**src/acs_pkg.sv**
```systemverilog
package acs_pkg;

    ////////////////////////////////////////////////////////////////////////////////
    // Frame layout on the serial link.
    localparam int FRAME_BITS = 16;
    localparam int CFG_FLAG_BIT = 15;
    localparam int SEL_HI = 15;
    localparam int SEL_LO = 11;
    localparam int FIELD_HI = 10;
    localparam int FIELD_LO = 3;
    localparam int COMMON_REF_BIT = 2;
    localparam int NIBBLE_BITS = 4;

    // Register select codes in the top five bits of a configuration frame.
    localparam logic [4:0] SEL_PSEUDO_DIFF = 5'h11;
    localparam logic [4:0] SEL_BIPOLAR = 5'h12;
    localparam logic [4:0] SEL_SEQUENCE_LENGTH_FIELD = 5'h16;

    // Reset values of the configuration registers.
    localparam logic [15:0] CFG_RESET = 16'h0000;
    localparam logic [7:0] SEQUENCE_LENGTH_FIELD_RESET = 8'h00;

    // Deepest channel sequence.
    localparam int SEQ_MAX = 256;

    ////////////////////////////////////////////////////////////////////////////////
    // Timing: the host divides pclk down to the link clock.
    localparam int PCLK_PERIOD_PS = 8000;
    localparam int LINK_PERIOD_PS = 64000;
    localparam int LINK_HALF_CYC = LINK_PERIOD_PS / (2 * PCLK_PERIOD_PS);

    ////////////////////////////////////////////////////////////////////////////////
    // Host register map on APB.
    localparam logic [11:0] ADDR_TX_DATA = 12'h000;
    localparam logic [11:0] ADDR_CTRL = 12'h004;
    localparam logic [11:0] ADDR_STATUS = 12'h008;
    localparam int CTRL_KEEP_OPEN_BIT = 0;
    localparam int STAT_BUSY_BIT = 0;
    localparam int STAT_OPEN_BIT = 1;
    localparam int STAT_PATTERN_DUE_BIT = 2;

    // Coding chosen for one selected channel.
    typedef struct packed {
        logic pair;
        logic common_ref;
        logic twos_comp;
    } acs_coding_t;

endpackage : acs_pkg

```
**src/acs_link_if.sv**
```systemverilog
`timescale 1ns/1ps
interface acs_link_if;
    logic sclk;
    logic cs_n;
    logic mosi;

    // The converter end listens, the host end drives.
    modport dev (input sclk, input cs_n, input mosi);
    modport host (output sclk, output cs_n, output mosi);
endinterface : acs_link_if

```
**src/acs_dev.sv**
```systemverilog
`timescale 1ns/1ps
// Notes on behaviour
// - Code 10001 selects the pseudo-differential register.
// - Code 10010 selects the bipolar register.
// - Bits 10..3 mark pairs pseudo-differential.
// - Bit 2 refers inputs to shared negative.
// - Bits 10..3 mark pairs bipolar differential.
// - Bipolar-only pair reports two's complement.
// - Pseudo-differential beats bipolar, straight binary.
// - Pseudo-differential-only pair converts as pair.
// - Common reference overrides pair bits.
// - Same decision for every even/odd pair.
// - Select field or bitmap chooses channels.
// - Sequence holds up to 256 entries.
// - Pattern arrives as 4-bit channel nibbles.
// - Length frame first, then pattern frame.
// - Pattern activates at next chip-select fall.
// - Missing entries read as channel 0.
// - Excess nibbles ignored until chip-select rises.
// - Broken nibble is not stored; it reads as channel 0.
// - Mode write restarts at first entry.
// - Shutdown accepted during last result.
// - Host reloads pattern after length change.
// - Length code 10110, field is length-1.
// - Top bit one configures, zero commands.
module acs_dev (
    // Clock and reset.
    input wire logic pclk,
    input wire logic presetn,
    // Serial link from the host.
    acs_link_if.dev link,
    // Scan control from the conversion engine.
    input wire logic seq_mode,
    input wire logic scan_custom,
    input wire logic [3:0] channel_select_field,
    input wire logic [15:0] scan_bitmap,
    input wire logic seq_advance,
    // Configuration seen by the analog front end.
    output logic [15:0] pseudo_diff_pair_config,
    output logic [15:0] bipolar_pair_config,
    output logic [7:0] sequence_length_field,
    // Channel choice and coding of the next conversion.
    output logic [3:0] conv_channel,
    output logic [15:0] conv_mask,
    output logic conv_pair,
    output logic conv_common_ref,
    output logic conv_twos_comp,
    output logic [7:0] seq_index,
    output logic seq_last,
    // Mode-control instructions.
    output logic mode_valid,
    output logic [15:0] mode_word,
    output logic shutdown_ack
);

    ////////////////////////////////////////////////////////////////////////////////
    // Coding of one channel from the two pair registers.
    function automatic acs_pkg::acs_coding_t coding(input logic [3:0] ch, input logic [15:0] uni,
                                                    input logic [15:0] bip);
        acs_pkg::acs_coding_t c;
        logic u;
        logic b;
        u = uni[acs_pkg::FIELD_HI - int'(ch[3:1])];
        b = bip[acs_pkg::FIELD_HI - int'(ch[3:1])];
        c.common_ref = uni[acs_pkg::COMMON_REF_BIT];
        c.pair = !c.common_ref && (u || b);
        c.twos_comp = !c.common_ref && !u && b;
        return c;
    endfunction : coding

    ////////////////////////////////////////////////////////////////////////////////
    // Two-flop synchronisers; the extra stage on clock and select finds edges.
    logic [2:0] sclk_s_q;
    logic [2:0] cs_s_q;
    logic [1:0] mosi_s_q;

    always_ff @(posedge pclk or negedge presetn) begin
        if (!presetn) begin
            sclk_s_q <= 3'h0;
            cs_s_q <= 3'h7;
            mosi_s_q <= 2'h0;
        end else begin
            sclk_s_q <= {sclk_s_q[1:0], link.sclk};
            cs_s_q <= {cs_s_q[1:0], link.cs_n};
            mosi_s_q <= {mosi_s_q[0], link.mosi};
        end
    end

    logic sclk_rise;
    logic cs_fall;
    logic cs_rise;
    logic bit_in;

    // Edge events on the link, all in the pclk domain.
    assign sclk_rise = sclk_s_q[1] && !sclk_s_q[2] && !cs_s_q[1];
    assign cs_fall = !cs_s_q[1] && cs_s_q[2];
    assign cs_rise = cs_s_q[1] && !cs_s_q[2];
    assign bit_in = mosi_s_q[1];

    ////////////////////////////////////////////////////////////////////////////////
    // Frame receiver state.
    logic [10:0] bit_cnt_q;
    logic [15:0] shift_q;
    logic [15:0] word;
    logic word_done;
    logic pat_frame_q;
    logic expect_pat_q;
    logic pend_ready_q;
    logic act_bank_q;
    logic [7:0] pend_len_q;
    logic [8:0] pend_cnt_q;
    logic [7:0] act_len_q;
    logic [8:0] act_cnt_q;
    logic nib_store;
    logic [3:0] seq_mem [2][acs_pkg::SEQ_MAX];

    // A whole 16-bit word has arrived on a non-pattern frame.
    assign word = {shift_q[14:0], bit_in};
    assign word_done = sclk_rise && !pat_frame_q && (bit_cnt_q == 11'(acs_pkg::FRAME_BITS - 1));
    // A nibble completes and still fits the programmed length.
    assign nib_store = sclk_rise && pat_frame_q && (bit_cnt_q[1:0] == 2'h3)
                       && (pend_cnt_q <= {1'b0, pend_len_q});

    // Bit counter and shifter; the counter holds at its end while extra bits keep shifting in.
    always_ff @(posedge pclk or negedge presetn) begin
        if (!presetn) begin
            bit_cnt_q <= 11'h000;
            shift_q <= 16'h0000;
        end else if (cs_fall) begin
            bit_cnt_q <= 11'h000;
        end else if (sclk_rise) begin
            shift_q <= word;
            if (bit_cnt_q != 11'h7FF) begin
                bit_cnt_q <= bit_cnt_q + 11'h001;
            end
        end
    end

    // Configuration registers; low unused bits are kept but not acted on.
    always_ff @(posedge pclk or negedge presetn) begin
        if (!presetn) begin
            pseudo_diff_pair_config <= acs_pkg::CFG_RESET;
            bipolar_pair_config <= acs_pkg::CFG_RESET;
            pend_len_q <= acs_pkg::SEQUENCE_LENGTH_FIELD_RESET;
        end else if (word_done && word[acs_pkg::CFG_FLAG_BIT]) begin
            case (word[acs_pkg::SEL_HI:acs_pkg::SEL_LO])
                acs_pkg::SEL_PSEUDO_DIFF: pseudo_diff_pair_config <= word;
                acs_pkg::SEL_BIPOLAR: bipolar_pair_config <= word;
                acs_pkg::SEL_SEQUENCE_LENGTH_FIELD: pend_len_q <= word[acs_pkg::FIELD_HI:acs_pkg::FIELD_LO];
                default: ;
            endcase
        end
    end

    // Frame sequencing: a length frame arms the next frame as the pattern frame.
    always_ff @(posedge pclk or negedge presetn) begin
        if (!presetn) begin
            expect_pat_q <= 1'b0;
            pat_frame_q <= 1'b0;
            pend_ready_q <= 1'b0;
            pend_cnt_q <= 9'h000;
            act_bank_q <= 1'b0;
            act_len_q <= acs_pkg::SEQUENCE_LENGTH_FIELD_RESET;
            act_cnt_q <= 9'h000;
        end else begin
            if (cs_fall) begin
                pat_frame_q <= expect_pat_q;
                expect_pat_q <= 1'b0;
                if (expect_pat_q) begin
                    pend_cnt_q <= 9'h000;
                end
                if (pend_ready_q) begin
                    act_bank_q <= !act_bank_q;
                    act_len_q <= pend_len_q;
                    act_cnt_q <= pend_cnt_q;
                    pend_ready_q <= 1'b0;
                end
            end else if (cs_rise && pat_frame_q) begin
                pat_frame_q <= 1'b0;
                pend_ready_q <= 1'b1;
            end else if (nib_store) begin
                pend_cnt_q <= pend_cnt_q + 9'h001;
            end
            if (word_done && word[acs_pkg::CFG_FLAG_BIT]
                && word[acs_pkg::SEL_HI:acs_pkg::SEL_LO] == acs_pkg::SEL_SEQUENCE_LENGTH_FIELD) begin
                expect_pat_q <= 1'b1;
                pend_ready_q <= 1'b0;
            end
        end
    end

    // Pattern store: nibbles fill the idle bank, MSB first.
    always_ff @(posedge pclk) begin
        if (nib_store) begin
            seq_mem[!act_bank_q][pend_cnt_q[7:0]] <= {shift_q[2:0], bit_in};
        end
    end

    ////////////////////////////////////////////////////////////////////////////////
    // Sequence walker and mode-control instructions.
    logic [7:0] idx_q;
    logic [3:0] entry;
    logic [3:0] chan_d;
    logic last_d;
    logic mode_hit;

    assign mode_hit = word_done && !word[acs_pkg::CFG_FLAG_BIT];
    // Entries beyond those delivered, or cut short, read as channel 0.
    assign entry = ({1'b0, idx_q} < act_cnt_q) ? seq_mem[act_bank_q][idx_q] : 4'h0;
    assign last_d = (idx_q == act_len_q);

    always_ff @(posedge pclk or negedge presetn) begin
        if (!presetn) begin
            idx_q <= 8'h00;
        end else if (mode_hit || (cs_fall && pend_ready_q)) begin
            idx_q <= 8'h00;
        end else if (seq_advance) begin
            idx_q <= last_d ? 8'h00 : idx_q + 8'h01;
        end
    end

    // Mode word out, with shutdown taken while the last result is read.
    always_ff @(posedge pclk or negedge presetn) begin
        if (!presetn) begin
            mode_valid <= 1'b0;
            mode_word <= 16'h0000;
            shutdown_ack <= 1'b0;
        end else begin
            mode_valid <= mode_hit;
            shutdown_ack <= mode_hit && seq_mode && last_d;
            if (mode_hit) begin
                mode_word <= word;
            end
        end
    end

    ////////////////////////////////////////////////////////////////////////////////
    // Channel choice and coding for the conversion engine.
    assign chan_d = seq_mode ? entry : channel_select_field;

    always_ff @(posedge pclk or negedge presetn) begin
        if (!presetn) begin
            conv_channel <= 4'h0;
            conv_mask <= 16'h0000;
            conv_pair <= 1'b0;
            conv_common_ref <= 1'b0;
            conv_twos_comp <= 1'b0;
            seq_index <= 8'h00;
            seq_last <= 1'b0;
            sequence_length_field <= acs_pkg::SEQUENCE_LENGTH_FIELD_RESET;
        end else begin
            conv_channel <= chan_d;
            conv_mask <= scan_custom ? scan_bitmap : (16'h0001 << chan_d);
            {conv_pair, conv_common_ref, conv_twos_comp} <=
                coding(chan_d, pseudo_diff_pair_config, bipolar_pair_config);
            seq_index <= idx_q;
            seq_last <= last_d;
            sequence_length_field <= act_len_q;
        end
    end

endmodule : acs_dev

```
**src/flat_wrapper.sv**
```systemverilog
// flat-port wrapper written by rule: the top's interface ports become plain ports
module acs_dev_flat 
  (pclk, presetn, seq_mode, scan_custom, channel_select_field, scan_bitmap, seq_advance, pseudo_diff_pair_config, bipolar_pair_config, sequence_length_field, conv_channel, conv_mask, conv_pair, conv_common_ref, conv_twos_comp, seq_index, seq_last, mode_valid, mode_word, shutdown_ack, link_sclk, link_cs_n, link_mosi);
  acs_link_if link_i ();
  input wire logic pclk;
  input wire logic presetn;
  input wire logic seq_mode;
  input wire logic scan_custom;
  input wire logic [3:0] channel_select_field;
  input wire logic [15:0] scan_bitmap;
  input wire logic seq_advance;
  output logic [15:0] pseudo_diff_pair_config;
  output logic [15:0] bipolar_pair_config;
  output logic [7:0] sequence_length_field;
  output logic [3:0] conv_channel;
  output logic [15:0] conv_mask;
  output logic conv_pair;
  output logic conv_common_ref;
  output logic conv_twos_comp;
  output logic [7:0] seq_index;
  output logic seq_last;
  output logic mode_valid;
  output logic [15:0] mode_word;
  output logic shutdown_ack;
  input wire logic [$bits(link_i.sclk)-1:0] link_sclk;
  input wire logic [$bits(link_i.cs_n)-1:0] link_cs_n;
  input wire logic [$bits(link_i.mosi)-1:0] link_mosi;
  assign link_i.sclk = link_sclk;
  assign link_i.cs_n = link_cs_n;
  assign link_i.mosi = link_mosi;
  acs_dev u_core (.pclk(pclk), .presetn(presetn), .link(link_i), .seq_mode(seq_mode), .scan_custom(scan_custom), .channel_select_field(channel_select_field), .scan_bitmap(scan_bitmap), .seq_advance(seq_advance), .pseudo_diff_pair_config(pseudo_diff_pair_config), .bipolar_pair_config(bipolar_pair_config), .sequence_length_field(sequence_length_field), .conv_channel(conv_channel), .conv_mask(conv_mask), .conv_pair(conv_pair), .conv_common_ref(conv_common_ref), .conv_twos_comp(conv_twos_comp), .seq_index(seq_index), .seq_last(seq_last), .mode_valid(mode_valid), .mode_word(mode_word), .shutdown_ack(shutdown_ack));
endmodule
```
**config.mk**
```make
export PLATFORM = sky130hd
export DESIGN_NAME = acs_dev_flat
export DESIGN_NICKNAME = d
export VERILOG_FILES = /design/src/acs_pkg.sv /design/src/acs_link_if.sv /design/src/acs_dev.sv /design/src/flat_wrapper.sv
export SDC_FILE = /design/constraint.sdc
export NUM_CORES = 2
export LEC_CHECK = 0
export BUFFER_PORTS_ARGS = -buffer_cell sky130_fd_sc_hd__buf_4
export CORE_ASPECT_RATIO = 0.8
export CORE_MARGIN = 5
export CORE_UTILIZATION = 50
export CTS_BUF_LIST = sky130_fd_sc_hd__clkbuf_2
export DETAILED_ROUTE_END_ITERATION = 8
export HOLD_SLACK_MARGIN = 0.1
export PLACE_DENSITY = 0.69
export SLEW_MARGIN = 10
export SYNTH_ARGS = -nofsm -noshare
export SYNTH_HDL_FRONTEND = slang
export SYNTH_SLANG_ARGS = --single-unit
```
**constraint.sdc**
```tcl
create_clock -name pclk -period 10.08 [get_ports pclk]
set_input_delay 0.504 -clock pclk [delete_from_list [all_inputs] [get_ports pclk]]
set_output_delay 0.504 -clock pclk [all_outputs]
set_load 0.03 [all_outputs]
```
==> results_dict.tcl <==
set metrics [dict create \
    clk_pin_slew_ns 0.12 \
    path_max_fanout 95 \
    critPathRequiredTime_ns 11.72 \
    row_count 137 \
    tightest_slew_ns 1.364 \
    placedInstanceArea_um2 91550 \
    grt_pass1_vias 48808 \
    async_reset_ff_share_pct 7.665 \
    grt_first_pass_wirelength_um 340800 \
    post_drt_wl_per_cell_um 30.25 \
    skew_ns 0.1354 \
    cts_tree "built" \
    netlist_instances 4576 \
    synth_top_area_share_pct 69.84 \
    core-area_um2 174700 \
    cts_root_buf "clkbuf_2" \
    stdcell_area_um2 96880 \
    status "completed" \
    crit_arrival_ns 9.41 \
    critPathLaunchType "flip-flop" \
    period_minus_slack_ns 7.772 \
    yosys_warnings 0 \
    seqPwrFrac_pct 54.3 \
    htree_levels 6 \
    synth_top_cell_by_area "edfxtp_1" \
    numCtsBuffers 534 \
    grt_max_degree 237 \
    start_util_pct 50.41 \
    p_switching_w 0.006273 \
    cp_slowest_stage_delay_ns 1.14 \
    slew_headroom_pct 8.732 \
    synthFlopType "edfxtp_1" \
    power_w 0.02007 \
    drtAntennaViolNets 0 \
    ir_drop_mv 0.1721 \
    yosysSeqAreaShare_pct 74.67 \
    placed_cells 6802 \
    slew_viol_final 0 \
    rsz0062_at_grt "false" \
    die_y_um 385.4 \
    n_fill_cell 13317 \
    yosysMostFrequentCell "edfxtp_1" \
    synth_nets 4626 \
    drt_first_pass_iters 9 \
    fmax_mhz 128.7 \
    drv_cap 0 \
    cts_buffer_depth 4 \
    gp_congestion 0.8796 \
    worst_setup_path_end_kind "flip-flop" \
    synth-edff-count 2048 \
    clock_sinks 2218 \
    die_w_um 479.2 \
    internal-power_w 0.01380 \
    dp_hpwl_um 138800 \
    utilization_pct 55.46 \
    vias 48690 \
    fp.dieArea_um2 184700 \
    drt_wl_total_um 235000 \
    io_pins 118 \
    syn_area_um2 88060 \
    drt_iter0_drc 6888 \
    hp-class "flip-flop to flip-flop" \
    syn_avg_cell_area_um2 19.24 \
    drive_gt1_share_pct 30.71 \
    p_leak_nw 31.70 \
    crit_type "flip-flop to flip-flop" \
    grt.total_usage_pct 25.45 \
    hold_viol_final 0 \
    post_cts_buffers 0 \
    synth_top_cells_by_count "2048 x edfxtp_1, 576 x nor2_1, 532 x mux4_2, 180 x nand2_1, 167 x dfrtp_1" \
    netlist-cell-type-count 77 \
    final.setup.tns_ns 0 \
    nNetsFinal 5189 \
    ys_ff_latch 2218 \
    worstPathCellList "buf_12, mux4_2, mux2_2, o21ai_0, a31oi_1, o41ai_1, o22ai_1, a21oi_2, inv_1, ha_1, mux2_2, inv_1, mux4_2, nor2_1, nor3_1, a41oi_1, dlygate4sd3_1" \
    antenna_found_initial 12 \
    synth.area.top_cells "edfxtp_1 70%, mux4_2 14%, dfrtp_1 4.7%" \
    pwr-share-clk_pct 27.9 \
    combPwrFrac_pct 17.8 \
    setup_viol 0 \
    period_share_pct 77.11 \
    grt_overflow 0 \
    clock_latency_ns 1.81 \
    p_sw_share_pct 31.26 \
    area_delta_synth_final_pct 10.01 \
    numPortBuffers 117 \
    p_per_area_nw_per_um2 207.2 \
    drc 0 \
    slowest_stage "o41ai_1" \
    viasPerCell 6.266 \
    final_cells 7770 \
]
[registers in the layout (all words and copies together), names as in the netlist, 2 cells and up]
name	cells
u_core.seq_mem	2048
u_core.bipolar_pair_config	16
u_core.conv_mask	16
u_core.mode_word	16
u_core.pseudo_diff_pair_config	16
u_core.shift_q	15
u_core.bit_cnt_q	11
u_core.act_cnt_q	9
u_core.pend_cnt_q	9
u_core.act_len_q	8
u_core.idx_q	8
u_core.pend_len_q	8
u_core.seq_index	8
u_core.sequence_length_field	8
u_core.conv_channel	4
u_core.cs_s_q	3
u_core.sclk_s_q	3
u_core.mosi_s_q	2
[cells by family after synthesis]
logic type	count (synthesis)	synth area share (%)
flops	2218	74.67
simple gates	945	4.578
mux	756	16.25
buf+inv	320	1.685
compound gates	288	2.228
xor+xnor	27	0.2685
fa+ha+maj	22	0.3126
[critical path, delay by kind of cell (launching register included)]
| family | cells | cell delay, ns |
|---|---|---|
| simple gates | 2 | 0.46 |
| fa+ha+maj | 1 | 0.62 |
| mux | 4 | 1.49 |
| buf+inv | 4 | 1.50 |
| flops | 1 | 0.88 |
| compound gates | 6 | 2.70 |
[metrics by stage]
stage          setup slack (ns)  hold slack (ns)
3_5_place_dp              2.925           0.3402
4_1_cts                   2.431           0.1131
3_3_place_gp              3.108           0.3338
5_1_grt                   1.976           0.2687
2_1_floorplan             2.550           0.2084
6_report                  2.308           0.3292
[path summary, 6_finish.rpt]
kind	start	endpoint	slack (ns)	cells past startpoint
max reg2reg	u_core.act_bank_q	u_core.conv_pair	2.31	17
min in group asynchronous	presetn	u_core.act_cnt_q[1]	0.45	5
min reg2reg	u_core.sclk_s_q[0]	u_core.sclk_s_q[1]	0.33	0
min	u_core.sclk_s_q[0]	u_core.sclk_s_q[1]	0.33	0
max	u_core.act_bank_q	u_core.conv_pair	2.31	17
max in group asynchronous	presetn	u_core.shift_q[0]	8.57	5
[area by class of cell]
| cell class | instances | area (um^2) | area share (%) |
|---|---|---|---|
| repair buffers | 316 | 2791 | 2.881 |
| diodes | 10 | 25.02 | 0.02583 |
| clock inverters | 113 | 584.3 | 0.6032 |
| flip-flops and latches | 2218 | 65790 | 67.91 |
| inverters | 31 | 121.4 | 0.1253 |
| clock buffers | 751 | 3759 | 3.880 |
| multi-input cells | 2038 | 20940 | 21.61 |
| well taps | 2293 | 2869 | 2.962 |
[power by group through the flow]
stage	logic, W	registers, W	clock network [W]
after floorplan	0.00145	0.0116	0
after global placement	0.00339	0.0111	0
after detailed placement	0.00344	0.0111	0
after CTS	0.00347	0.0109	0.00569
after global routing	0.00364	0.0109	0.00623
final	0.00357	0.0109	0.00560
[layer usage]
metal | vias up | share of wire [%] | track usage, %
li1 | 19787 | - | -
met1 | 25051 | 39 | 37.10
met2 | 3357 | 44 | 36.38
met3 | 491 | 13 | 8.401
met4 | 4 | 3.1 | 8.790
met5 | - | 0.011 | 0
[cells in the final DEF, fill, tap and decap left out, drive strengths merged, types with 62 or more instances in the layout]
master / Yosys / final
edfxtp: 2048 / 2048
nor2: 576 / 576
o21ai: 62 / 62
mux2: 72 / 72
mux4: 532 / 532
dlygate4sd3: 0 / 93
nand2: 180 / 180
dfrtp: 167 / 167
clkinv: 2 / 87
clkbuf: 148 / 751
mux2i: 152 / 152
buf: 141 / 223
[repair_timing]
item,in CTS,in global routing
gates resized for setup,0,0
endpoints found under the hold margin,204,0
hold buffers,94,0
Power figures use the tool's default switching activity.
